$ cat src/hw/hbd_pkg.sv
// package for the dual h-bridge brushed dc motor control block
// assumes one 50 mhz clock that doubles as the chopping oscillator
package hbd_pkg;

   // clock and timing
   localparam int          CLK_PERIOD_NS     = 20;   // aclk period
   localparam int          ANA_BLANK_NS      = 400;  // fixed analog blanking
   // least time, rounded up to whole cycles
   localparam int          ANA_BLANK_CYC_I   = (ANA_BLANK_NS + CLK_PERIOD_NS - 1) / CLK_PERIOD_NS;
   localparam logic [4:0]  ANA_BLANK_CYC     = ANA_BLANK_CYC_I[4:0];
   localparam logic [2:0]  DIG_BLANK_SHORT   = 3'h4;  // select low: 4 osc clocks
   localparam logic [2:0]  DIG_BLANK_LONG    = 3'h6;  // select high: 6 osc clocks
   localparam logic [3:0]  CHOP_FAST_AT      = 4'ha;  // 11th clock edge of cycle
   localparam logic [3:0]  CHOP_LAST         = 4'hf;  // 16th clock ends cycle

   // register map, byte addresses
   localparam logic [3:0]  REG_CTRL_OFS      = 4'h0;
   localparam logic [3:0]  REG_STATUS_OFS    = 4'h4;
   localparam int          CTRL_CHOP_EN_BIT  = 0;
   localparam logic        CTRL_CHOP_EN_RST  = 1'b1;
   localparam int          ST_MODE_A_LSB     = 0;   // 3 bits
   localparam int          ST_MODE_B_LSB     = 3;   // 3 bits
   localparam int          ST_PHASE_A_LSB    = 6;   // 2 bits
   localparam int          ST_PHASE_B_LSB    = 8;   // 2 bits
   localparam int          ST_BLANK_A_BIT    = 10;
   localparam int          ST_BLANK_B_BIT    = 11;
   localparam int          ST_PARALLEL_BIT   = 12;
   localparam logic [1:0]  RESP_OKAY         = 2'h0;
   localparam logic [1:0]  RESP_SLVERR       = 2'h2;

   // per channel bridge state
   typedef enum logic [2:0] {
      MODE_STANDBY,
      MODE_STOP,
      MODE_CW,
      MODE_CCW,
      MODE_BRAKE
   } hbd_mode_t;

   // chopping phase
   typedef enum logic [1:0] {
      PH_CHARGE,
      PH_SLOW,
      PH_FAST
   } hbd_phase_t;

   // one channel's logic inputs
   typedef struct packed {
      logic dir_first;
      logic dir_second;
      logic drive_brake;
   } hbd_chan_in_t;

   // one output pin: level and active-low enable
   typedef struct packed {
      logic drv;
      logic oe_n;
   } hbd_pin_t;

endpackage : hbd_pkg

$ cat src/hw/hbd_decode.sv
// truth-table decode of one channel's direction and drive/brake inputs
// assumes inputs already registered by the caller; purely combinational
module hbd_decode
   import hbd_pkg::*;
(
   input  hbd_chan_in_t in_c,        // channel inputs
   input  wire logic    all_low,     // every live input of the device low
   output hbd_mode_t    mode         // decoded bridge state
);

   // decode per channel; standby needs the whole device idle
   always_comb begin
      mode = MODE_STOP;
      if (all_low) begin
         mode = MODE_STANDBY;
      end else if (in_c.dir_first && in_c.dir_second) begin
         mode = MODE_BRAKE;
      end else if (!in_c.drive_brake && (in_c.dir_first || in_c.dir_second)) begin
         mode = MODE_BRAKE;
      end else if (in_c.dir_first) begin
         mode = MODE_CW;
      end else if (in_c.dir_second) begin
         mode = MODE_CCW;
      end else begin
         mode = MODE_STOP;
      end
   end

endmodule : hbd_decode

$ cat src/hw/hbd_chop.sv
// chopping counter, decay phase and blanking timers of one channel
// assumes the sense input is the current comparator, synchronous to aclk
module hbd_chop
   import hbd_pkg::*;
(
   input  wire logic  aclk,          // oscillator clock
   input  wire logic  aresetn,       // sync reset, active low
   input  wire logic  chop_en,       // constant-current chopping on
   input  wire logic  driving,       // channel in cw or ccw
   input  wire logic  blank_long,    // blanking length select
   input  wire logic  dir_change,    // any direction input toggled
   input  wire logic  sense,         // current threshold reached
   output hbd_phase_t phase,         // current decay phase
   output logic       blank_active   // comparator masked
);

   logic [3:0] cnt_q;                // oscillator counter
   logic [2:0] dblk_q;               // digital blanking remaining
   logic [4:0] ablk_q;               // analog blanking remaining
   hbd_phase_t phase_q;              // phase register
   logic       new_cycle;            // counter wraps this edge
   logic       blank_start;          // open a fresh window

   assign new_cycle   = (cnt_q == CHOP_LAST);
   assign blank_start = new_cycle || dir_change;
   assign blank_active = (dblk_q != 3'h0) || (ablk_q != 5'h0);
   assign phase       = phase_q;

   // free-running 16 clock chopping counter
   always_ff @(posedge aclk) begin
      if (!aresetn) begin
         cnt_q <= 4'h0;
      end else begin
         cnt_q <= cnt_q + 4'h1;
      end
   end

   // digital window length picked by the select pin
   always_ff @(posedge aclk) begin
      if (!aresetn) begin
         dblk_q <= 3'h0;
      end else if (blank_start) begin
         dblk_q <= blank_long ? DIG_BLANK_LONG : DIG_BLANK_SHORT;
      end else if (dblk_q != 3'h0) begin
         dblk_q <= dblk_q - 3'h1;
      end
   end

   // fixed analog window, not configurable
   always_ff @(posedge aclk) begin
      if (!aresetn) begin
         ablk_q <= 5'h0;
      end else if (blank_start) begin
         ablk_q <= ANA_BLANK_CYC;
      end else if (ablk_q != 5'h0) begin
         ablk_q <= ablk_q - 5'h1;
      end
   end

   // charge until threshold, slow decay, fast decay from the 11th clock
   // direct pwm drive simply keeps the phase at charge
   always_ff @(posedge aclk) begin
      if (!aresetn) begin
         phase_q <= PH_CHARGE;
      end else if (!chop_en || !driving) begin
         phase_q <= PH_CHARGE;
      end else if (new_cycle) begin
         phase_q <= PH_CHARGE;
      end else begin
         unique case (phase_q)
            PH_CHARGE: begin
               // comparator ignored while any blanking runs
               if (sense && !blank_active) begin
                  phase_q <= PH_SLOW;
               end
            end
            PH_SLOW: begin
               if (cnt_q == CHOP_FAST_AT) begin
                  phase_q <= PH_FAST;
               end
            end
            PH_FAST: begin
               phase_q <= PH_FAST;
            end
            default: begin
               phase_q <= PH_CHARGE;
            end
         endcase
      end
   end

endmodule : hbd_chop

$ cat src/hw/hbd_ctrl.sv
// top of the dual h-bridge brushed dc motor control logic
// assumes host pins are synchronous to aclk and the strap is fixed in use
// registers reached over an axi4-lite slave with 4 bit byte address
//
// Functional notes
// - drive on: dir1 gives cw, dir2 ccw
// - drive on, both dirs low: outputs off
// - brake when drive low with a dir high, or both dirs
// - channel b decodes identically and independently
// - standby only when all six inputs low, or channel a's three when paralleled
// - digital blanking 4 or 6 clocks
// - comparator ignored during blanking
// - fixed 400 ns analog blanking too
// - blanking starts every charge period
// - blanking starts on any direction change
// - strap low two bridges, high paralleled
// - two-bridge mode: bridges run separately; a direction change on either still restarts blanking on both
// - paralleled: both halves follow channel a
// - paralleled: channel b inputs ignored
// - blanking select works in both modes
// - direct pwm and internal chopping both supported
// - cycle starts charge, slow at threshold; 20-clock analog window restarts every 16, masking sense after cycle one
// - fast decay from eleventh clock edge
// - sixteenth clock ends cycle, recharge
module hbd_ctrl
   import hbd_pkg::*;
(
   input  wire logic       aclk,                  // oscillator / system clock
   input  wire logic       aresetn,               // sync reset, active low
   // host logic pins
   input  wire logic       chan_a_dir_first,      // channel a direction 1
   input  wire logic       chan_a_dir_second,     // channel a direction 2
   input  wire logic       chan_a_drive_brake_in, // channel a drive/brake
   input  wire logic       chan_b_dir_first,      // channel b direction 1
   input  wire logic       chan_b_dir_second,     // channel b direction 2
   input  wire logic       chan_b_drive_brake_in, // channel b drive/brake
   input  wire logic       blank_length_select,   // 0: 4 clk, 1: 6 clk
   input  wire logic       bridge_parallel_strap, // 0: two bridges, 1: one
   input  wire logic       chan_a_current_sense,  // channel a threshold hit
   input  wire logic       chan_b_current_sense,  // channel b threshold hit
   // bridge outputs
   output hbd_pin_t        chan_a_out_plus,       // a+ level and enable
   output hbd_pin_t        chan_a_out_minus,      // a- level and enable
   output hbd_pin_t        chan_b_out_plus,       // b+ level and enable
   output hbd_pin_t        chan_b_out_minus,      // b- level and enable
   // axi4-lite slave
   input  wire logic [3:0] s_axi_awaddr,          // write address
   input  wire logic       s_axi_awvalid,         // write address valid
   output logic            s_axi_awready,         // write address ready
   input  wire logic [31:0] s_axi_wdata,          // write data
   input  wire logic [3:0] s_axi_wstrb,           // write byte enables
   input  wire logic       s_axi_wvalid,          // write data valid
   output logic            s_axi_wready,          // write data ready
   output logic [1:0]      s_axi_bresp,           // write response
   output logic            s_axi_bvalid,          // write response valid
   input  wire logic       s_axi_bready,          // write response ready
   input  wire logic [3:0] s_axi_araddr,          // read address
   input  wire logic       s_axi_arvalid,         // read address valid
   output logic            s_axi_arready,         // read address ready
   output logic [31:0]     s_axi_rdata,           // read data
   output logic [1:0]      s_axi_rresp,           // read response
   output logic            s_axi_rvalid,          // read data valid
   input  wire logic       s_axi_rready           // read data ready
);

   // ------------------------------------------------------------------
   // input capture
   // ------------------------------------------------------------------
   hbd_chan_in_t raw_q    [2];       // registered host inputs
   hbd_chan_in_t eff      [2];       // inputs after mode steering
   hbd_chan_in_t eff_prev_q [2];     // last cycle's steered inputs
   logic         blank_long_q;       // registered blanking select
   logic         parallel_q;         // registered strap
   logic [1:0]   sense_q;            // registered comparator results
   logic         chop_en_q;          // control register bit
   logic         all_low;            // device-wide standby condition
   logic         dir_change;         // any live direction toggled
   hbd_mode_t    mode   [2];         // decoded state per channel
   hbd_phase_t   phase  [2];         // decay phase per channel
   logic [1:0]   blank;              // blanking active per channel
   hbd_pin_t     plus_q [2];         // output register, plus side
   hbd_pin_t     minus_q[2];         // output register, minus side

   // pins are taken as synchronous; one register stage for timing only
   always_ff @(posedge aclk) begin
      if (!aresetn) begin
         raw_q[0]     <= '0;
         raw_q[1]     <= '0;
         blank_long_q <= 1'b0;
         sense_q      <= 2'h0;
      end else begin
         raw_q[0]     <= '{chan_a_dir_first, chan_a_dir_second, chan_a_drive_brake_in};
         raw_q[1]     <= '{chan_b_dir_first, chan_b_dir_second, chan_b_drive_brake_in};
         blank_long_q <= blank_length_select;
         sense_q      <= {chan_b_current_sense, chan_a_current_sense};
      end
   end

   // strap sampled every clock; the host keeps it still in use
   always_ff @(posedge aclk) begin
      if (!aresetn) begin
         parallel_q <= 1'b0;
      end else begin
         parallel_q <= bridge_parallel_strap;
      end
   end

   // paralleled mode: half b copies channel a, b pins dropped
   assign eff[0] = raw_q[0];
   assign eff[1] = parallel_q ? raw_q[0] : raw_q[1];

   // standby: in paralleled mode the b pins count as low
   assign all_low = (raw_q[0] == '0) && (parallel_q || (raw_q[1] == '0));

   // history of the steered direction inputs for change detect
   always_ff @(posedge aclk) begin
      if (!aresetn) begin
         eff_prev_q[0] <= '0;
         eff_prev_q[1] <= '0;
      end else begin
         eff_prev_q[0] <= eff[0];
         eff_prev_q[1] <= eff[1];
      end
   end

   // a toggle on either channel restarts blanking on both halves
   assign dir_change =
      (eff[0].dir_first  != eff_prev_q[0].dir_first)  ||
      (eff[0].dir_second != eff_prev_q[0].dir_second) ||
      (eff[1].dir_first  != eff_prev_q[1].dir_first)  ||
      (eff[1].dir_second != eff_prev_q[1].dir_second);

   // ------------------------------------------------------------------
   // per channel decode, chopping and output drive
   // ------------------------------------------------------------------
   for (genvar ch = 0; ch < 2; ch++) begin : g_chan
      logic sense_eff;               // comparator seen by this half
      logic driving;                 // bridge carries motor current

      // paralleled halves share sense so both stay in lockstep
      assign sense_eff = parallel_q ? sense_q[0] : sense_q[ch];
      assign driving   = (mode[ch] == MODE_CW) || (mode[ch] == MODE_CCW);

      hbd_decode u_decode (
         .in_c    (eff[ch]),
         .all_low (all_low),
         .mode    (mode[ch])
      );

      hbd_chop u_chop (
         .aclk         (aclk),
         .aresetn      (aresetn),
         .chop_en      (chop_en_q),
         .driving      (driving),
         .blank_long   (blank_long_q),
         .dir_change   (dir_change),
         .sense        (sense_eff),
         .phase        (phase[ch]),
         .blank_active (blank[ch])
      );

      // output stage: state and decay phase to pin levels
      // fast decay reverses the bridge; slow decay shorts it low
      always_ff @(posedge aclk) begin
         if (!aresetn) begin
            plus_q[ch]  <= '{1'b0, 1'b1};
            minus_q[ch] <= '{1'b0, 1'b1};
         end else begin
            unique case (mode[ch])
               MODE_STANDBY, MODE_STOP: begin
                  plus_q[ch]  <= '{1'b0, 1'b1};
                  minus_q[ch] <= '{1'b0, 1'b1};
               end
               MODE_BRAKE: begin
                  plus_q[ch]  <= '{1'b0, 1'b0};
                  minus_q[ch] <= '{1'b0, 1'b0};
               end
               MODE_CW: begin
                  plus_q[ch]  <= '{phase[ch] == PH_CHARGE, 1'b0};
                  minus_q[ch] <= '{phase[ch] == PH_FAST,   1'b0};
               end
               MODE_CCW: begin
                  plus_q[ch]  <= '{phase[ch] == PH_FAST,   1'b0};
                  minus_q[ch] <= '{phase[ch] == PH_CHARGE, 1'b0};
               end
               default: begin
                  plus_q[ch]  <= '{1'b0, 1'b1};
                  minus_q[ch] <= '{1'b0, 1'b1};
               end
            endcase
         end
      end
   end

   assign chan_a_out_plus  = plus_q[0];
   assign chan_a_out_minus = minus_q[0];
   assign chan_b_out_plus  = plus_q[1];
   assign chan_b_out_minus = minus_q[1];

   // ------------------------------------------------------------------
   // axi4-lite slave: one write and one read in flight
   // ------------------------------------------------------------------
   logic        aw_full_q;           // write address held
   logic        w_full_q;            // write data held
   logic [3:0]  aw_addr_q;           // held write address
   logic [31:0] w_data_q;            // held write data
   logic [3:0]  w_strb_q;            // held byte enables
   logic        awready_q;           // address channel open
   logic        wready_q;            // data channel open
   logic        bvalid_q;            // response pending
   logic [1:0]  bresp_q;             // response code
   logic        arready_q;           // read address open
   logic        rvalid_q;            // read data pending
   logic [31:0] rdata_q;             // read data register
   logic [1:0]  rresp_q;             // read response code
   logic        do_write;            // both halves present
   logic [31:0] status_word;         // live status snapshot

   assign do_write = aw_full_q && w_full_q && !bvalid_q;

   // write address and data taken in either order
   always_ff @(posedge aclk) begin
      if (!aresetn) begin
         aw_full_q <= 1'b0;
         w_full_q  <= 1'b0;
         aw_addr_q <= 4'h0;
         w_data_q  <= 32'h0;
         w_strb_q  <= 4'h0;
         awready_q <= 1'b1;
         wready_q  <= 1'b1;
         bvalid_q  <= 1'b0;
         bresp_q   <= RESP_OKAY;
      end else begin
         if (s_axi_awvalid && awready_q) begin
            aw_full_q <= 1'b1;
            aw_addr_q <= s_axi_awaddr;
            awready_q <= 1'b0;
         end
         if (s_axi_wvalid && wready_q) begin
            w_full_q <= 1'b1;
            w_data_q <= s_axi_wdata;
            w_strb_q <= s_axi_wstrb;
            wready_q <= 1'b0;
         end
         if (do_write) begin
            aw_full_q <= 1'b0;
            w_full_q  <= 1'b0;
            bvalid_q  <= 1'b1;
            // status is read only; writes to it are accepted and dropped
            bresp_q   <= (aw_addr_q == REG_CTRL_OFS || aw_addr_q == REG_STATUS_OFS)
                         ? RESP_OKAY : RESP_SLVERR;
         end
         // reopen only after the response, so one write at a time
         if (bvalid_q && s_axi_bready) begin
            bvalid_q  <= 1'b0;
            awready_q <= 1'b1;
            wready_q  <= 1'b1;
         end
      end
   end

   // control register: chopping enable steers the decay logic
   always_ff @(posedge aclk) begin
      if (!aresetn) begin
         chop_en_q <= CTRL_CHOP_EN_RST;
      end else if (do_write && aw_addr_q == REG_CTRL_OFS && w_strb_q[0]) begin
         chop_en_q <= w_data_q[CTRL_CHOP_EN_BIT];
      end
   end

   // status snapshot of the bridge's own state
   always_comb begin
      status_word = 32'h0;
      status_word[ST_MODE_A_LSB +: 3]  = mode[0];
      status_word[ST_MODE_B_LSB +: 3]  = mode[1];
      status_word[ST_PHASE_A_LSB +: 2] = phase[0];
      status_word[ST_PHASE_B_LSB +: 2] = phase[1];
      status_word[ST_BLANK_A_BIT]      = blank[0];
      status_word[ST_BLANK_B_BIT]      = blank[1];
      status_word[ST_PARALLEL_BIT]     = parallel_q;
   end

   // read channel: data one cycle after the address is taken
   always_ff @(posedge aclk) begin
      if (!aresetn) begin
         arready_q <= 1'b1;
         rvalid_q  <= 1'b0;
         rdata_q   <= 32'h0;
         rresp_q   <= RESP_OKAY;
      end else if (s_axi_arvalid && arready_q) begin
         arready_q <= 1'b0;
         rvalid_q  <= 1'b1;
         unique case (s_axi_araddr)
            REG_CTRL_OFS: begin
               rdata_q <= {31'h0, chop_en_q};
               rresp_q <= RESP_OKAY;
            end
            REG_STATUS_OFS: begin
               rdata_q <= status_word;
               rresp_q <= RESP_OKAY;
            end
            default: begin
               // unmapped: zero data with a slave error
               rdata_q <= 32'h0;
               rresp_q <= RESP_SLVERR;
            end
         endcase
      end else if (rvalid_q && s_axi_rready) begin
         rvalid_q  <= 1'b0;
         arready_q <= 1'b1;
      end
   end

   assign s_axi_awready = awready_q;
   assign s_axi_wready  = wready_q;
   assign s_axi_bvalid  = bvalid_q;
   assign s_axi_bresp   = bresp_q;
   assign s_axi_arready = arready_q;
   assign s_axi_rvalid  = rvalid_q;
   assign s_axi_rdata   = rdata_q;
   assign s_axi_rresp   = rresp_q;

endmodule : hbd_ctrl

$ cat config.mk
export PLATFORM = sky130hd
export DESIGN_NAME = hbd_ctrl
export DESIGN_NICKNAME = d
export VERILOG_FILES = /design/src/hw/hbd_pkg.sv /design/src/hw/hbd_decode.sv /design/src/hw/hbd_chop.sv /design/src/hw/hbd_ctrl.sv
export SDC_FILE = /design/constraint.sdc
export NUM_CORES = 1
export LEC_CHECK = 0
export BUFFER_PORTS_ARGS = -buffer_cell sky130_fd_sc_hd__buf_2
export CAP_MARGIN = 0
export CORE_MARGIN = 2
export CORE_UTILIZATION = 35
export DETAILED_ROUTE_END_ITERATION = 16
export SKIP_LAST_GASP = 1
export SLEW_MARGIN = 20
export SYNTH_ARGS = -nofsm -noshare
export SYNTH_HDL_FRONTEND = slang
export SYNTH_SLANG_ARGS = --single-unit
$ cat constraint.sdc
create_clock -name aclk -period 3.2 [get_ports aclk]
set_clock_uncertainty 0.2 [all_clocks]
set_input_delay 0.64 -clock aclk [delete_from_list [all_inputs] [get_ports aclk]]
set_output_delay 0.64 -clock aclk [all_outputs]
set_load 0.05 [all_outputs]
==> results by group <==
Run status
  • Outcome: finished clean

Place
  • Estimated wirelength of the detail-placed design: 5.036 mm
  • Placement Cell Area: 3879 um2
  • RePlAce Congestion: 0.7783
  • IO Port Bufs: 54
  • Placed insts: 551

Synthesis
  • Top_reg_cell synth: dfxtp_1
  • Syn Inst Count: 369
  • Async S/R FF share, synth: 0
  • Ys Warns: 0
  • Post-synthesis cell area: 3540 um2
  • Sequential share of the synthesized area: 0.4525
  • Mean Syn Cell Area: 9.593 um2
  • Post-synth EDFFs: 6
  • Synth cell types: 50
  • Post-synthesis register bit count: 77

Clock tree
  • TritonCTS Sinks: 77
  • Clock root buffer: clkbuf_8
  • Clock slew seen by the registers of the worst setup and hold paths: 0.09 ns
  • CTS H-Tree Depth: 3
  • Post-CTS sizing: 0
  • CTS tree: done
  • Clock buffer depth: 2
  • Worst skew pair latency: 0.34 ns
  • Post-CTS Hold Buffers: 0
  • Cts bufs inserted: 9
  • Total setup buffers inserted after CTS: 0

Finish
  • Most common cell after layout, fill and taps aside: dfxtp_1
  • # nets final: 506
  • Layout area overhead: 14.67%
  • Most frequent cells in the layout: dfxtp_1, buf_2, nor2_1
  • Multi-input logic area: 1735 um2
  • Layout cells sized above 1: 0.2051
  • ANT cells: 0
  • FF/Latch Area: 1602 um2
  • Post-route cell area: 4059 um2
  • Non-Filler Instances: 567
  • # fillers: 981

Routing
  • DR pass1 iterations: 4
  • WL/cell: 12.14 um
  • WL final: 6.884 mm
  • Via density: 4.561
  • DRC Markers: 0
  • Total number of vias: 2,586
  • DRT iter0 DRCs: 115
  • Post-route ant nets: 0

Die
  • Chip width: 104.6 um
  • Initial Util: 0.3621
  • Io pins: 110
  • Die Area: 10,930 um2
  • Core ar.: 9774 um2
  • # rows: 36
  • Chip height: 104.6 um

STA
  • Relative max-transition margin: 0.5153
  • Final hold violations: 0
  • Peak Freq: 485.7 MHz
  • RSZ-0062 raised after global routing: false
  • Fin crit share: 0.6434
  • Setup TNS: 0 ns
  • Max Slew Vio Count: 0
  • Hold_ws: 0.2560 ns
  • Min Tclk post-route: 2.059 ns
  • # setup viols final: 0
  • Worst Tran Pin Value: 0.7253 ns

GRT
  • Met2 Use GR: 0.2096
  • Gr usage total: 0.1300
  • Number of global-route vias before repair: 2,450
  • Antenna violations before repair: 0
  • GR Util met1: 0.1679
  • Met3 usage: 0.03369
  • Remaining Overflow, GRT: 0
  • Gr busiest metal: met2
  • Largest net degree at the start of global routing: 29
  • First-pass GRT wire length: 11.41 mm

Worst setup path
  • CP Launch Type: flop
  • Critical path class: flop to flop
  • Worst endpoint required time: 3.28 ns
  • Worst Path Arrival: 2.14 ns
  • Critical Path End Type: flop
  • Crit path max fanout: 5

Power
  • Peak VDD IR: 0.2435 mV
  • P_leak: 1.696 nW
  • Pwr/cell area: 522.2 nW/um2

Job
  • Max Cap Violations: 0

Hold path
  • Hold WC Path Type: flop to flop
registers in the layout (all words and copies together) (netlist names), 2 cells and up:
| name | count |
|---|---|
| s_axi_rdata | 13 |
| g_chan.u_chop.ablk_q | 10 |
| g_chan.u_chop.cnt_q | 8 |
| g_chan.u_chop.dblk_q | 6 |
| raw_q | 6 |
| aw_addr_q | 4 |
| eff_prev_q | 4 |
| g_chan.u_chop.phase | 4 |
| minus_q | 3 |
| plus_q | 3 |
| sense_q | 2 |
critical path: stages (launching register included):
cell and delay [ns]:
dfxtp_1 0.32, inv_1 0.08, ha_1 0.22, or4b_4 0.52
o31a_1 0.36, nand3b_1 0.18, a21oi_1 0.12
power breakdown:
| part | total (W) | internal (W) | switching (W) |
|---|---|---|---|
| combinational | 0.000378 | 0.000136 | 0.000242 |
| sequential | 0.00107 | 0.00102 | 0.0000440 |
| clock | 0.000675 | 0.000291 | 0.000384 |
layer usage:
layer,part of all wire,vias up
met5,0,-
met4,0.013,0
met3,0.044,6
met2,0.46,66
met1,0.49,1181
li1,-,1333
final cells by class:
type	instances	share of cell area
multi-input cells	264	0.4276
flip-flops and latches	77	0.3946
repair buffers	59	0.07583
well taps	133	0.04100
clock buffers	9	0.03052
inverters	18	0.01665
clock inverters	7	0.01387
cells in the mapped netlist, types with 6 or more instances:
cell type,n,area share
a21oi_1,20,0.028
a22oi_1,12,0.025
and2_1,14,0.025
buf_4,23,0.049
clkbuf_1,6,0.0064
dfxtp_1,71,0.40
edfxtp_1,6,0.051
ha_1,16,0.057
inv_1,18,0.019
mux2i_1,8,0.023
nand2_1,26,0.028
nand3_1,11,0.016
nor2_1,38,0.040
nor2b_1,6,0.011
nor3_1,12,0.017
o21a_1,6,0.013
o21ai_0,10,0.014
xnor2_1,10,0.025
kinds of logic (layout without fill, tap and decap cells):
kind of cell	after synthesis	count (layout)	synth area share
and+or+nand+nor	129	129	0.1955
AOI/OAI and AO/OA	62	62	0.1159
buffers and inverters	53	93	0.08377
other	2	27	0.002122
DFF	77	77	0.4525
adders and majority gates	17	17	0.05938
muxes	13	13	0.04065
xor gates and xnor gates	16	16	0.05019
final timing paths:
kind	startpoint	end	slack [ns]	cells after the start
hold / removal	s_axi_rdata[4]$_SDFFE_PN0P_	s_axi_rdata[4]$_SDFFE_PN0P_	0.26	2
hold reg to reg	s_axi_rdata[4]$_SDFFE_PN0P_	s_axi_rdata[4]$_SDFFE_PN0P_	0.26	2
setup / recovery	g_chan[1].u_chop.ablk_q[0]$_SDFFE_PP0P_	g_chan[1].u_chop.phase[1]$_SDFFE_PP0P_	1.14	6
setup reg to reg	g_chan[1].u_chop.ablk_q[0]$_SDFFE_PP0P_	g_chan[1].u_chop.phase[1]$_SDFFE_PP0P_	1.14	6
through the flow:
| stage | total power [W] | setup WS (ns) | utilization |
|---|---|---|---|
| finish | 0.002119 | 1.141 | 0.4153 |
| global route | 0.002229 | 1.025 | 0.4153 |
| CTS | 0.002143 | 1.132 | 0.4153 |
| detailed placement | 0.001468 | 0.9055 | 0.3968 |
| global placement | 0.001456 | 0.9352 | 0.3968 |
| floorplan | 0.001407 | 1.297 | - |
Note: power is estimated with default switching activity, not from simulation.
